<file path="src/inc/power_status_params.svh">
`ifndef POWER_STATUS_PARAMS_SVH
`define POWER_STATUS_PARAMS_SVH

// ==========================================================
// command codes seen by the protocol engine
`define CMD_CLEAR_FAULTS 8'h03
`define CMD_OUTPUT_FORMAT 8'h20
`define CMD_INPUT_STATUS 8'h30
`define CMD_EXT_TEMP_STATUS 8'h31
`define CMD_COMM_STATUS 8'h32
`define CMD_VENDOR_STATUS 8'h33
`define CMD_INPUT_VOLTAGE_READING 8'h40
`define CMD_OUTPUT_VOLTAGE_READING 8'h41
`define CMD_OUTPUT_CURRENT_READING 8'h42
`define CMD_READ_EXT_TEMP 8'h43
`define CMD_READ_CHIP_TEMP 8'h44

// ==========================================================
// field positions
`define BIT_IN_UV_FAULT 4
`define BIT_IN_UV_WARN 5
`define BIT_IN_OV_WARN 6
`define BIT_IN_OV_FAULT 7
`define BIT_OT_WARN 6
`define BIT_OT_FAULT 7
`define BIT_BUS_FAULT 1
`define BIT_PEC_FAULT 5
`define BIT_CMD_FAULT 7
`define BIT_SUMMARY_INPUT 13
`define FORMAT_EXP_MSB 4

// ==========================================================
// supported-bit masks and reset values
`define MASK_INPUT_STATUS 8'hF0
`define MASK_TEMP_STATUS 8'hC0
`define MASK_COMM_STATUS 8'hA2
`define MASK_VENDOR_STATUS 8'hC0
`define RESET_STATUS 8'h00
`define RESET_WORD 16'h0000
`define FORMAT_MODE_LINEAR 3'h0

`endif

</file>
<file path="src/inc/power_status_pkg.sv">
package power_status_pkg;

   // ==========================================================
   // carriers
   typedef struct packed {
      logic input_undervolt_fault;
      logic input_undervolt_warning;
      logic input_overvolt_warning;
      logic input_overvolt_fault;
      logic external_overtemp_warning;
      logic external_overtemp_fault;
      logic onchip_overtemp_warning;
      logic onchip_overtemp_fault;
   } fault_conds_t;

   typedef struct packed {
      logic bus_timeout_format_fault;
      logic packet_check_fault;
      logic bad_command_fault;
   } comm_events_t;

   typedef struct packed {
      logic valid;
      logic write;
      logic [7:0] code;
   } cmd_req_t;

   typedef struct packed {
      logic valid;
      logic error;
      logic two_bytes;
      logic [15:0] data;
   } cmd_rsp_t;

   typedef struct packed {
      logic [15:0] input_voltage;
      logic [15:0] output_voltage;
      logic [15:0] output_current;
      logic [15:0] external_temperature_value;
      logic [15:0] onchip_temperature_value;
   } telemetry_t;

   typedef enum {
      KIND_STATUS,
      KIND_TELEMETRY,
      KIND_FORMAT,
      KIND_CLEAR,
      KIND_BAD
   } cmd_kind_t;

endpackage

</file>
<file path="src/rtl/power_status_telemetry_regs.sv">
`timescale 1ns/1ps
`include "power_status_params.svh"

module power_status_telemetry_regs
   import power_status_pkg::*;
(
   input wire logic i_clk,
   input wire logic i_rstn,
   input cmd_req_t i_req,
   input fault_conds_t i_conds,
   input comm_events_t i_comm,
   input telemetry_t i_tele,
   input wire logic i_tele_sample,
   input wire logic [4:0] i_vout_exponent,
   output cmd_rsp_t o_rsp,
   output logic o_alert,
   output logic o_input_summary,
   output logic [15:0] o_summary_word
);

   // ==========================================================
   // command decode

   cmd_kind_t kind;
   logic is_read;
   logic is_write;
   logic clear_faults;
   logic bad_command;

   // a request lives for exactly one edge; valid qualifies every field
   assign is_read = i_req.valid & ~i_req.write;
   assign is_write = i_req.valid & i_req.write;

   always_comb begin
      case (i_req.code)
         `CMD_INPUT_STATUS,
         `CMD_EXT_TEMP_STATUS,
         `CMD_COMM_STATUS,
         `CMD_VENDOR_STATUS: begin
            kind = KIND_STATUS;
         end
         `CMD_INPUT_VOLTAGE_READING,
         `CMD_OUTPUT_VOLTAGE_READING,
         `CMD_OUTPUT_CURRENT_READING,
         `CMD_READ_EXT_TEMP,
         `CMD_READ_CHIP_TEMP: begin
            kind = KIND_TELEMETRY;
         end
         `CMD_OUTPUT_FORMAT: begin
            kind = KIND_FORMAT;
         end
         `CMD_CLEAR_FAULTS: begin
            kind = KIND_CLEAR;
         end
         default: begin
            kind = KIND_BAD;
         end
      endcase
   end

   // clear-faults is a send-only command; reading it is as bad as an
   // unknown code. writes to the read-only codes are dropped silently
   assign clear_faults = is_write & (kind == KIND_CLEAR);

   always_comb begin
      bad_command = 1'b0;
      if (i_req.valid) begin
         if (kind == KIND_BAD) begin
            bad_command = 1'b1;
         end else if (is_read & (kind == KIND_CLEAR)) begin
            bad_command = 1'b1;
         end
      end
   end

   // ==========================================================
   // set vectors for each status byte

   logic [7:0] set_input;
   logic [7:0] set_temp;
   logic [7:0] set_comm;
   logic [7:0] set_vendor;

   // set vectors are levels; the latches turn them into sticky flags
   always_comb begin
      set_input = `RESET_STATUS;
      set_input[`BIT_IN_UV_FAULT] = i_conds.input_undervolt_fault;
      set_input[`BIT_IN_UV_WARN] = i_conds.input_undervolt_warning;
      set_input[`BIT_IN_OV_WARN] = i_conds.input_overvolt_warning;
      set_input[`BIT_IN_OV_FAULT] = i_conds.input_overvolt_fault;
   end

   always_comb begin
      set_temp = `RESET_STATUS;
      set_temp[`BIT_OT_WARN] = i_conds.external_overtemp_warning;
      set_temp[`BIT_OT_FAULT] = i_conds.external_overtemp_fault;
   end

   always_comb begin
      set_comm = `RESET_STATUS;
      set_comm[`BIT_BUS_FAULT] = i_comm.bus_timeout_format_fault;
      set_comm[`BIT_PEC_FAULT] = i_comm.packet_check_fault;
      // engine-reported and locally decoded bad codes both count
      set_comm[`BIT_CMD_FAULT] = i_comm.bad_command_fault | bad_command;
   end

   always_comb begin
      set_vendor = `RESET_STATUS;
      set_vendor[`BIT_OT_WARN] = i_conds.onchip_overtemp_warning;
      set_vendor[`BIT_OT_FAULT] = i_conds.onchip_overtemp_fault;
   end

   // ==========================================================
   // sticky status bytes

   logic [7:0] input_voltage_status;
   logic [7:0] external_temp_status;
   logic [7:0] comm_fault_status;
   logic [7:0] vendor_specific_status;

   status_flag_latch #(
      .SUPPORTED_MASK(`MASK_INPUT_STATUS)
   ) u_input_status (
      .i_clk(i_clk),
      .i_rstn(i_rstn),
      .i_clear(clear_faults),
      .i_set(set_input),
      .o_flags(input_voltage_status)
   );

   status_flag_latch #(
      .SUPPORTED_MASK(`MASK_TEMP_STATUS)
   ) u_temp_status (
      .i_clk(i_clk),
      .i_rstn(i_rstn),
      .i_clear(clear_faults),
      .i_set(set_temp),
      .o_flags(external_temp_status)
   );

   status_flag_latch #(
      .SUPPORTED_MASK(`MASK_COMM_STATUS)
   ) u_comm_status (
      .i_clk(i_clk),
      .i_rstn(i_rstn),
      .i_clear(clear_faults),
      .i_set(set_comm),
      .o_flags(comm_fault_status)
   );

   status_flag_latch #(
      .SUPPORTED_MASK(`MASK_VENDOR_STATUS)
   ) u_vendor_status (
      .i_clk(i_clk),
      .i_rstn(i_rstn),
      .i_clear(clear_faults),
      .i_set(set_vendor),
      .o_flags(vendor_specific_status)
   );

   // ==========================================================
   // telemetry words

   telemetry_t tele;

   telemetry_snapshot u_tele (
      .i_clk(i_clk),
      .i_rstn(i_rstn),
      .i_sample(i_tele_sample),
      .i_values(i_tele),
      .o_values(tele)
   );

   // ==========================================================
   // read data select

   logic [15:0] next_data;
   logic next_two_bytes;
   logic [7:0] output_format_byte;

   // linear mode in the upper field, signed exponent below it
   assign output_format_byte = {`FORMAT_MODE_LINEAR, i_vout_exponent};

   always_comb begin
      next_data = `RESET_WORD;
      next_two_bytes = 1'b0;
      if (is_read) begin
         case (i_req.code)
            `CMD_OUTPUT_FORMAT: begin
               next_data = {8'h00, output_format_byte};
            end
            `CMD_INPUT_STATUS: begin
               next_data = {8'h00, input_voltage_status};
            end
            `CMD_EXT_TEMP_STATUS: begin
               next_data = {8'h00, external_temp_status};
            end
            `CMD_COMM_STATUS: begin
               next_data = {8'h00, comm_fault_status};
            end
            `CMD_VENDOR_STATUS: begin
               next_data = {8'h00, vendor_specific_status};
            end
            `CMD_INPUT_VOLTAGE_READING: begin
               next_data = tele.input_voltage;
               next_two_bytes = 1'b1;
            end
            `CMD_OUTPUT_VOLTAGE_READING: begin
               // mantissa only; the exponent lives in the format byte
               next_data = tele.output_voltage;
               next_two_bytes = 1'b1;
            end
            `CMD_OUTPUT_CURRENT_READING: begin
               next_data = tele.output_current;
               next_two_bytes = 1'b1;
            end
            `CMD_READ_EXT_TEMP: begin
               next_data = tele.external_temperature_value;
               next_two_bytes = 1'b1;
            end
            `CMD_READ_CHIP_TEMP: begin
               next_data = tele.onchip_temperature_value;
               next_two_bytes = 1'b1;
            end
            default: begin
               next_data = `RESET_WORD;
               next_two_bytes = 1'b0;
            end
         endcase
      end
   end

   // ==========================================================
   // response register
   // every request gets exactly one answer the next cycle, so the
   // engine never has to wait and needs no timeout of its own

   logic rsp_valid;
   logic rsp_error;
   logic rsp_two_bytes;
   logic [15:0] rsp_data;

   // the carrier only bundles flop outputs; no logic sits on the port
   assign o_rsp = '{valid: rsp_valid, error: rsp_error, two_bytes: rsp_two_bytes,
                    data: rsp_data};

   // valid is a one-cycle pulse; it alone drops back between answers
   always_ff @(posedge i_clk or negedge i_rstn) begin
      if (!i_rstn) begin
         rsp_valid <= 1'b0;
      end else begin
         rsp_valid <= i_req.valid;
      end
   end

   // the payload holds between answers, so the engine may shift a
   // word out over several bus cycles without keeping a copy
   always_ff @(posedge i_clk or negedge i_rstn) begin
      if (!i_rstn) begin
         rsp_error <= 1'b0;
      end else if (i_req.valid) begin
         rsp_error <= bad_command;
      end
   end

   always_ff @(posedge i_clk or negedge i_rstn) begin
      if (!i_rstn) begin
         rsp_two_bytes <= 1'b0;
      end else if (i_req.valid) begin
         rsp_two_bytes <= next_two_bytes;
      end
   end

   always_ff @(posedge i_clk or negedge i_rstn) begin
      if (!i_rstn) begin
         rsp_data <= `RESET_WORD;
      end else if (i_req.valid) begin
         rsp_data <= next_data;
      end
   end

   // ==========================================================
   // alert line and summary
   // the alert follows the latched flags, so a clear drops it one
   // cycle later, and only when no condition persists

   logic any_flag;
   logic any_input;

   assign any_flag = |{input_voltage_status, external_temp_status,
                       comm_fault_status, vendor_specific_status};
   assign any_input = |input_voltage_status;

   always_ff @(posedge i_clk or negedge i_rstn) begin
      if (!i_rstn) begin
         o_alert <= 1'b0;
      end else begin
         o_alert <= any_flag;
      end
   end

   always_ff @(posedge i_clk or negedge i_rstn) begin
      if (!i_rstn) begin
         o_input_summary <= 1'b0;
      end else begin
         o_input_summary <= any_input;
      end
   end

   // only the input bit of the summary word is kept here; the other
   // summary bits belong to logic outside this bank
   always_ff @(posedge i_clk or negedge i_rstn) begin
      if (!i_rstn) begin
         o_summary_word <= `RESET_WORD;
      end else begin
         o_summary_word <= `RESET_WORD;
         o_summary_word[`BIT_SUMMARY_INPUT] <= any_input;
      end
   end

endmodule

</file>
<file path="src/rtl/status_flag_latch.sv">
`timescale 1ns/1ps
`include "power_status_params.svh"

module status_flag_latch #(
   parameter logic [7:0] SUPPORTED_MASK = 8'hFF
) (
   input wire logic i_clk,
   input wire logic i_rstn,
   input wire logic i_clear,
   input wire logic [7:0] i_set,
   output logic [7:0] o_flags
);

   // ==========================================================
   // per-bit sticky flags
   localparam logic [7:0] RESET_FLAGS = `RESET_STATUS;

   genvar b;
   generate
      for (b = 0; b < 8; b++) begin : g_bit
         if (SUPPORTED_MASK[b]) begin : g_sup
            logic flag;
            // set beats clear so a persisting condition re-latches at once
            always_ff @(posedge i_clk or negedge i_rstn) begin
               if (!i_rstn) begin
                  flag <= RESET_FLAGS[b];
               end else begin
                  flag <= (flag & ~i_clear) | i_set[b];
               end
            end
            assign o_flags[b] = flag;
         end else begin : g_none
            assign o_flags[b] = 1'b0;
         end
      end
   endgenerate

endmodule

</file>
<file path="src/rtl/telemetry_snapshot.sv">
`timescale 1ns/1ps
`include "power_status_params.svh"

module telemetry_snapshot
   import power_status_pkg::*;
(
   input wire logic i_clk,
   input wire logic i_rstn,
   input wire logic i_sample,
   input telemetry_t i_values,
   output telemetry_t o_values
);

   // ==========================================================
   // capture on the sample strobe so a read never sees a half-updated word
   logic [4:0][15:0] in_words;
   logic [4:0][15:0] held;

   assign in_words = i_values;
   assign o_values = held;

   genvar w;
   generate
      for (w = 0; w < 5; w++) begin : g_word
         logic [15:0] word;
         always_ff @(posedge i_clk or negedge i_rstn) begin
            if (!i_rstn) begin
               word <= `RESET_WORD;
            end else if (i_sample) begin
               word <= in_words[w];
            end
         end
         assign held[w] = word;
      end
   endgenerate

endmodule

</file>
<file path="config.mk">
export PLATFORM = sky130hd
export DESIGN_NAME = power_status_telemetry_regs
export DESIGN_NICKNAME = d
export VERILOG_FILES = /design/src/inc/power_status_pkg.sv /design/src/rtl/power_status_telemetry_regs.sv /design/src/rtl/status_flag_latch.sv /design/src/rtl/telemetry_snapshot.sv
export VERILOG_INCLUDE_DIRS = /design/src /design/src/inc
export SDC_FILE = /design/constraint.sdc
export NUM_CORES = 1
export LEC_CHECK = 0
export BUFFER_PORTS_ARGS = -buffer_cell sky130_fd_sc_hd__buf_2
export CORE_MARGIN = 3
export CORE_UTILIZATION = 45
export DETAILED_ROUTE_END_ITERATION = 10
export PLACE_DENSITY_LB_ADDON = 0.15
export SYNTH_ARGS = -nofsm -noshare
export SYNTH_HDL_FRONTEND = slang
export SYNTH_SLANG_ARGS = --single-unit
</file>
<file path="constraint.sdc">
create_clock -name i_clk -period 3.1 [get_ports i_clk]
set_input_delay 0.155 -clock i_clk [delete_from_list [all_inputs] [get_ports i_clk]]
set_output_delay 0.155 -clock i_clk [all_outputs]
set_load 0.02 [all_outputs]
</file>
After elaboration in Yosys (flattened, before gate mapping) --
Cells that the tools add are included.
Cells by class: equal/unequal tests 13, muxes and demuxes 8, bitwise operators 29, reductions and logical operators 4
Operators by type and width (count):
- 16-bit one-hot mux with 10 select lines | 1
- 8-bit by 6-bit equality test with 1-bit output, second input constant | 5
- 8-bit by 7-bit equality test with 1-bit output, second input constant | 5
- 32-bit by 3-bit equality test with 1-bit output, second input constant | 1
- 32-bit by 4-bit equality test with 1-bit output, second input constant | 1
- 16-bit two-way mux | 1
- 1-bit AND | 15
- 1-bit OR | 12
- 3-bit one-hot mux with 4 select lines | 1
- 11-bit OR reduction | 1
- 8-bit by 2-bit equality test with 1-bit output, second input constant | 1
- 4-bit OR reduction | 2
- 1-bit two-way mux | 5
- 5-bit OR reduction | 1
- 1-bit inverter | 2
Storage, ports and cells: register bits after elaboration 112, input bits 109, output and inout bits 37, word-level logic and storage cells 76

Depth between registers and ports, before layout --
Gate-level depths: netlist (run 1).
depth after elaboration 10, depth in mapped cells 7, mapped depth without buffers 5

Cells and area by module --
From an unflattened synthesis (run 1), not the netlist that was laid out.
Second synthesis, totals: cells, all modules 486, area total of the unflattened synthesis 6312.3 sq um
By module, submodules not included:
- telemetry_snapshot | times used 1, cells an instance 169, area each 3374.5 sq um, sequential area each 2001.9 sq um
- power_status_telemetry_regs | times used 1, cells an instance 255, area each 2309.7 sq um, sequential area each 525.5 sq um
- status_flag_latch (u_temp_status ...) | times used 2, cells an instance 14, area each 132.6 sq um, sequential area each 50.0 sq um
- status_flag_latch (u_input_status) | times used 1, cells an instance 18, area each 197.7 sq um, sequential area each 100.1 sq um
- status_flag_latch (u_comm_status) | times used 1, cells an instance 16, area each 165.2 sq um, sequential area each 75.1 sq um

Worst setup path before layout (run 1) --
Ideal clock, no wire load.
path type input port to flip-flop, start point input i_req[5] in the netlist's numbering, end point register rsp_data[6], library setup time 66 ps, data arrival time 1389 ps, required time 3034 ps, slack 1645 ps, cell stages on the path 7, buffers on the path 2, cells stage by stage buf_6 > or4b_4 > buf_6 > o22ai_2 > a21oi_1 > o21ai_1 > a32o_2
Between the ends: longest elaborated chain between the ends 3, elaborated cells on any way between the ends 12, those cells by class 10 x eq/ne; 2 x mux
Ends and longest elaborated chain:
- from (decl) | line power_status_telemetry_regs.sv:9 | input cmd_req_t i_req,
- 8-bit by 7-bit equality test with 1-bit output / 8-bit by 6-bit equality test with 1-bit output (equally long branches) | line power_status_telemetry_regs.sv:188 | case (i_req.code)
- 16-bit one-hot mux with 10 select lines (*) | line power_status_telemetry_regs.sv:188
- 16-bit two-way mux (*) | line power_status_telemetry_regs.sv:187 | if (is_read) begin
- to (signal assigned) | line power_status_telemetry_regs.sv:276 | rsp_data <= `RESET_WORD;
- to (signal assigned) | line power_status_telemetry_regs.sv:278 | rsp_data <= next_data;
- to (decl) | line power_status_telemetry_regs.sv:241 | logic [15:0] rsp_data;
Every way passes the cells marked *; elsewhere a longest branch is shown, timed or not. A chain may end at the register's enable or synchronous reset.

Worst setup path in the final report (run 1) --
start point input i_req[0] in the netlist's numbering, end point register rsp_error
Between the ends: longest elaborated chain between the ends 8, elaborated cells on any way between the ends 20, those cells by class 13 x eq/ne; 4 x mux; 1 x bitwise; 2 x reduce/logical
Ends and longest elaborated chain:
- 8-bit by 7-bit equality test with 1-bit output / 8-bit by 6-bit equality test with 1-bit output (equally long branches) | line power_status_telemetry_regs.sv:35 | case (i_req.code)
- 5-bit OR reduction (no line) / 4-bit OR reduction (equally long branches)
- 3-bit one-hot mux with 4 select lines (*) | line power_status_telemetry_regs.sv:35
- 32-bit by 3-bit equality test with 1-bit output | line power_status_telemetry_regs.sv:70 | end else if (is_read & (kind == KIND_CLEAR)) begin
- 1-bit AND | line power_status_telemetry_regs.sv:70
- 1-bit two-way mux | line power_status_telemetry_regs.sv:70
- 1-bit two-way mux (*) | line power_status_telemetry_regs.sv:68 | if (kind == KIND_BAD) begin
- 1-bit two-way mux (*) | line power_status_telemetry_regs.sv:67 | if (i_req.valid) begin
- to (signal assigned) | line power_status_telemetry_regs.sv:262 | rsp_error <= bad_command;
- to (decl) | line power_status_telemetry_regs.sv:239 | logic rsp_error;
Marks and branches as above.

==> results of run 1 <==
worst max-delay path by stage:
stage          startpoint  cells after the start                 endpoint
2_1_floorplan    i_req[5]                      7  rsp_data[6]$_DFFE_PN0P_
3_3_place_gp     i_req[0]                      6  rsp_data[1]$_DFFE_PN0P_
3_5_place_dp     i_req[0]                      5    rsp_error$_DFFE_PN0P_
4_1_cts          i_req[0]                      5    rsp_error$_DFFE_PN0P_
5_1_grt          i_req[0]                      5    rsp_error$_DFFE_PN0P_
6_report         i_req[0]                      5    rsp_error$_DFFE_PN0P_
cell type report:
type | count | area, sq um
clock buffers | 14 | 274.0
clock inverters | 2 | 12.51
fillers | 957 | 4803
inverters | 11 | 41.29
multi-input cells | 233 | 2118
flip-flops and latches | 112 | 2803
well taps | 140 | 175.2
repair buffers | 144 | 803.3
Yosys cell counts (all sizes together), types with 2 or more instances:
cell,count,share of area [%]
dfrtp,112,54
mux2,89,19
buf,33,4.5
clkbuf,12,0.87
a21o,11,1.6
a22oi,11,1.6
inv,11,0.80
nor2,10,0.72
nor3,10,0.96
o2bb2ai,9,1.5
o22ai,8,1.2
mux4,7,3.0
a21oi,6,0.58
nand2,6,0.43
a221oi,5,0.84
a222oi,5,0.96
mux2i,5,0.96
nand3,5,0.48
o21ai,4,0.39
nor4b,3,1.0
a22o,2,0.34
a32o,2,0.41
nand3b,2,0.29
nor2b,2,0.24
nor4,2,0.36
nor4bb,2,0.39
or4,2,0.29
per-layer routing:
metal	share of wire [%]	track usage [%]	vias up
li1	-	-	1664
met1	45	28.16	1808
met2	46	29.78	149
met3	6.7	4.987	20
met4	1.9	8.173	2
met5	0.057	0	-
flip-flops by register name, summed over array words and instances (netlist names):
signal                            count
rsp_valid                             1
u_comm_status.g_bit.g_sup.flag        3
o_summary_word                        1
u_tele.g_word.word                   80
o_alert                               1
rsp_two_bytes                         1
rsp_error                             1
u_vendor_status.g_bit.g_sup.flag      2
u_temp_status.g_bit.g_sup.flag        2
rsp_data                             16
u_input_status.g_bit.g_sup.flag       4
cell families after synthesis:
family                 Yosys count
AND/OR/NAND/NOR                 49
flip-flops                     112
multiplexers                   101
other                            1
AO/OA/AOI/OAI                   68
buffers and inverters           56
through the flow:
stage	utilization, %	total power (uW)	instances	area (sq um)	hold WS (ps)
3_3_place_gp	52.77	2040	628	5821	321.2
2_1_floorplan	-	1901	401	5241	-140.6
6_report	56.45	3155	656	6227	33.12
4_1_cts	56.45	3186	656	6227	23.27
5_1_grt	56.45	3295	656	6227	23.35
3_5_place_dp	52.77	2050	628	5821	323.5
power by group:
| part | switching (uW) | total (uW) | internal [uW] |
|---|---|---|---|
| logic | 193 | 407 | 214 |
| clock network | 513 | 1120 | 611 |
| registers | 56.3 | 1620 | 1570 |
| total | 762 | 3160 | 2390 |
repair_timing:
action	CTS	global route
resized for setup	0	0
setup buffers	0	0
endpoints found under the hold margin	76	0
endpoints found under the setup margin	0	0
hold buffers	12	0
==> impl_metrics.py, run 1 <==
metrics = {
    "status": {
        "outcome": "finished clean",
    },
    "clock_network": {
        "tritoncts": "built",
        "root_buffer": "clkbuf_16",
        "clk_latency_ps": 350,
        "clkSinkCount": 112,
        "clk_pin_slew_ps": 70,
        "htreeDepth": 3,
        "clock_path_buffers": 2,
        "cts_made_buffers": 9,
    },
    "pwr": {
        "p_leak_uw": 0.002730,
        "peakVddDrop_mv": 0.2523,
        "cellPowerDensity_nw_per_um2": 506.7,
    },
    "final_layout": {
        "num_antenna_cells": 0,
        "area_delta_synth_final_pct": 20.01,
        "final_nets": 620,
        "final_cell_mix": "buf_2 (128), dfrtp_1 (112), mux2_2 (89)",
        "drive_gt1_share_pct": 48.84,
        "final_common_cell": "buf_2",
    },
    "synth": {
        "synth-seq-cells": 112,
        "yosysSeqAreaShare_pct": 54.01,
        "synthMuxAreaShare_pct": 23.32,
        "syn_avg_cell_area_sq_um": 13.41,
        "synth_area_sq_um": 5189,
        "synthCells": 387,
        "synth_compound_area_share_pct": 10.32,
        "yosys_warnings": 0,
        "synth_edf_count": 0,
        "synth_xor_area_share_pct": 0,
        "synthAdderAreaFrac_pct": 0,
        "synthDistinctLibCells": 45,
        "postSynth.asyncResetShare_pct": 100.0,
        "dominantRegCellSynth": "dfrtp_1",
        "synth_top_family_by_area": "multiplexers",
        "yosys.area_share.simple_pct": 6.101,
    },
    "drt": {
        "wl_per_cell_um": 18.60,
        "ant_nets": 0,
        "drt_iter0_drc": 193,
        "via_per_inst": 5.553,
        "routed_wl_um": 12200,
        "num_vias": 3643,
        "firstDrtPassIters": 6,
        "drcViolationCount": 0,
    },
    "grt": {
        "grt_overflow": 0,
        "grt_pass1_wl_um": 19680,
        "grt_max_degree": 81,
        "grt_pass1_vias": 3706,
        "antenna_found_initial": 1,
        "grt.total_usage_pct": 19.99,
    },
    "sta": {
        "maxSlewViolCount": 0,
        "finClkSkew_ps": 8.019,
        "setup_slack_ps": 1470,
        "max_freq_mhz": 613.5,
        "worst_slew_pin_slew_ps": 1011,
        "slew_headroom_pct": 32.59,
        "fin_tns_setup_ps": 0,
        "period_minus_slack_ps": 1630,
        "fin_crit_sh_pct": 52.58,
        "rsz0062_at_grt": "no",
        "hold_viol": 0,
        "setup_violations": 0,
    },
    "worst_hold_path": {
        "hp-start": "i_tele[2]",
        "hold_depth": 2,
        "min_path_type": "in2reg",
        "hold_end": "u_tele.g_word[0].word[2]$_DFFE_PN0P_",
    },
    "setup_path": {
        "rr_startpoint": "u_tele.g_word[0].word[2]$_DFFE_PN0P_",
        "r2r_cells": 5,
        "worst-path-max-fanout": 27,
        "cp.required_ps": 3330,
        "rrSetupSlack_ps": 1560,
        "critPathArrivalTime_ps": 1860,
        "cp-start-kind": "primary input",
        "crit_slowest_cell": "buf_2",
        "max_stage_delay_ps": 540,
        "r2r-end": "rsp_data[2]$_DFFE_PN0P_",
        "path_buf_inv": 1,
        "critPathKind": "in2reg",
        "crit_chain": "buf_2, nor4bb_1, nand3_1, nand3_1, o21ai_0",
        "cp_top_family": "simple AND/OR/NAND/NOR gates",
        "end_kind": "flip-flop",
        "path_common_cell": "nand3_1",
    },
    "floorplan": {
        "chipHeight_um": 113.4,
        "die-area_sq_um": 12860,
        "core_sq_um": 11030,
        "core.rowCount": 38,
        "io_pins": 146,
        "die_w_um": 113.4,
        "start_util_pct": 47.04,
    },
    "placed_design": {
        "dp_hpwl_um": 8840,
        "io_buffers": 130,
        "routabilityCongestion": 0.8338,
        "dp_slack_ps": 1089,
    },
    "run": {
        "maxCapViolations": 0,
    },
}
Power figures use the tool's default switching activity.
==> inputs of run 2 (changes only) <==
==> constraint.sdc (replaced) <==
create_clock -name i_clk -period 1.7 [get_ports i_clk]
set_input_delay 0.085 -clock i_clk [delete_from_list [all_inputs] [get_ports i_clk]]
set_output_delay 0.085 -clock i_clk [all_outputs]
set_load 0.02 [all_outputs]
==> run 2 against run 1 <==
Sequential power grew 83%. Sequential share of layout area down 6.3 points. Non-clock buffer count grew 97. Clock-buffer cell count down 4. Clock power is 95% higher. Clock skew is 0.64 ps lower. Largest power group unchanged.
==> impl_metrics.py, run 2 (synthesis results as in run 1) <==
metrics = {
    "worst_hold_path": {
        "hp-start": "i_req[9]",
        "min_path_type": "in2reg",
    },
    "final_layout": {
        "drive_gt1_share_pct": 44.61,
        "num_antenna_cells": 0,
        "fillerInstances": 822,
        "final_nets": 717,
        "multi_input_area_sq_um": 2137,
        "utilization_pct": 65.62,
        "area_delta_synth_final_pct": 39.50,
        "reg_top3": "u_tele.g_word.word x80, rsp_data x16, u_input_status.g_bit.g_sup.flag x4",
        "seqCellArea_sq_um": 2803,
        "final_common_cell": "buf_2",
        "regMostFlops": "u_tele.g_word.word",
        "largest_reg_flops": 80,
        "final_cell_mix": "buf_2 (128), dfrtp_1 (112), dlygate4sd3_1 (92)",
    },
    "placed_design": {
        "io_buffers": 130,
        "dp_slack_ps": -25.98,
        "dp_hpwl_um": 9402,
        "routabilityCongestion": 0.8597,
    },
    "clock_network": {
        "clkSinkCount": 112,
        "cts_made_buffers": 9,
        "clock_path_buffers": 2,
        "root_buffer": "clkbuf_16",
        "clk_pin_slew_ps": 70,
        "tritoncts": "built",
        "post_cts_buffers": 0,
        "htreeDepth": 3,
        "clk_latency_ps": 360,
    },
    "setup_path": {
        "worst-path-max-fanout": 2,
        "crit_start": "u_tele.g_word[0].word[2]$_DFFE_PN0P_",
        "end_kind": "flip-flop",
        "max_stage_delay_ps": 380,
        "crit_slowest_cell": "dfrtp_1",
        "crit_chain": "mux2_2, a222oi_1, nor2_1, a221oi_1, o22ai_1",
        "cp.required_ps": 1930,
        "critPathKind": "reg2reg",
        "critPathArrivalTime_ps": 1870,
        "rr_startpoint": "u_tele.g_word[0].word[2]$_DFFE_PN0P_",
        "cp-start-kind": "flip-flop",
    },
    "status": {
        "outcome": "finished clean",
    },
    "grt": {
        "grt_max_degree": 42,
        "grt_overflow": 0,
        "grt_pass1_vias": 4353,
        "grt_pass1_wl_um": 22710,
        "antenna_found_initial": 0,
        "grt.total_usage_pct": 23.01,
    },
    "run": {
        "maxCapViolations": 0,
    },
    "sta": {
        "rsz0062_at_grt": "no",
        "hold_viol": 0,
        "setup_violations": 0,
        "finClkSkew_ps": 7.383,
        "fin_tns_setup_ps": 0,
        "maxSlewViolCount": 0,
        "setup_slack_ps": 61.96,
        "period_minus_slack_ps": 1638,
        "slew_headroom_pct": 63.66,
        "max_freq_mhz": 610.5,
        "fin_crit_sh_pct": 96.36,
        "worst_slew_pin_slew_ps": 543.7,
        "whs_ps": 24.91,
    },
    "pwr": {
        "pwr-share-clk_pct": 35.8,
        "p_sw_share_pct": 24.58,
        "power_switching_uw": 1496,
        "combPwrFrac_pct": 15.5,
        "p_leak_uw": 0.003182,
        "pwr-share-seq_pct": 48.7,
        "cellPowerDensity_nw_per_um2": 841.0,
        "intPower_uw": 4591,
        "peakVddDrop_mv": 0.9850,
    },
    "drt": {
        "via_per_inst": 5.273,
        "drcViolationCount": 0,
        "ant_nets": 0,
        "drt_iter0_drc": 229,
        "routed_wl_um": 13950,
        "wl_per_cell_um": 18.55,
        "num_vias": 3965,
        "firstDrtPassIters": 5,
    },
    "floorplan": {
        "die_w_um": 113.4,
        "core.rowCount": 38,
        "io_pins": 146,
        "core_sq_um": 11030,
        "die-area_sq_um": 12860,
        "start_util_pct": 47.04,
        "chipHeight_um": 113.4,
    },
}
run 2: layout make-up:
class	count	area share, %
multi-input combinational	233	29.52
tap	140	2.420
clock buffer	10	3.302
timing repair buffer	241	24.62
sequential	112	38.72
inverter	11	0.5704
clock inverter	5	0.8470
run 2: routing by layer:
layer / routed length [um] / vias to the layer above / global-route usage, %
li1: - / 1848 / -
met1: 6029 / 1968 / 30.46
met2: 6867 / 131 / 37.48
met3: 816 / 18 / 6.101
met4: 234 / 0 / 6.811
met5: 0 / - / 0
run 2: timing repair:
action | in CTS | in global routing
endpoints found under the hold margin | 124 | 0
resized for setup | 0 | 3
endpoints found under the setup margin | 0 | 3
hold buffers | 92 | 0
run 2: worst max-delay path, delay by kind of cell, from the launching register on:
family           cells  cell delay, ps
AND/OR/NAND/NOR      1              70
multiplexers         1             260
AO/OA/AOI/OAI        3             790
flip-flops           1             380
run 2: power groups by stage:
stage / Clock [uW] / Sequential, uW / Combinational (uW)
5_1_grt: 2330 / 2990 / 1030
3_5_place_dp: 0 / 3010 / 773
3_3_place_gp: 0 / 3000 / 757
2_1_floorplan: 0 / 2970 / 493
6_report: 2180 / 2960 / 942
4_1_cts: 2230 / 2960 / 938
run 2: path summary, 6_finish.rpt:
kind                                                                  to  slack, ps  cells after the start
setup / recovery                                 rsp_data[2]$_DFFE_PN0P_         60                      5
hold / removal                                     rsp_error$_DFFE_PN0P_         20                      2
setup reg to reg                                 rsp_data[2]$_DFFE_PN0P_         60                      5
hold reg to reg                                 rsp_data[10]$_DFFE_PN0P_        500                      1
max in group asynchronous  u_vendor_status.g_bit[7].g_sup.flag$_DFF_PN0_        790                      3
min in group asynchronous                        rsp_data[9]$_DFFE_PN0P_        240                      2
run 2: metrics by stage:
| step | power, uW | std cells | cell area (sq um) |
|---|---|---|---|
| 5_1_grt | 6341 | 752 | 7238 |
| 3_3_place_gp | 3761 | 645 | 5998 |
| 6_report | 6087 | 752 | 7238 |
| 4_1_cts | 6133 | 752 | 7219 |
| 3_5_place_dp | 3784 | 645 | 5998 |
| 2_1_floorplan | 3466 | 401 | 5241 |
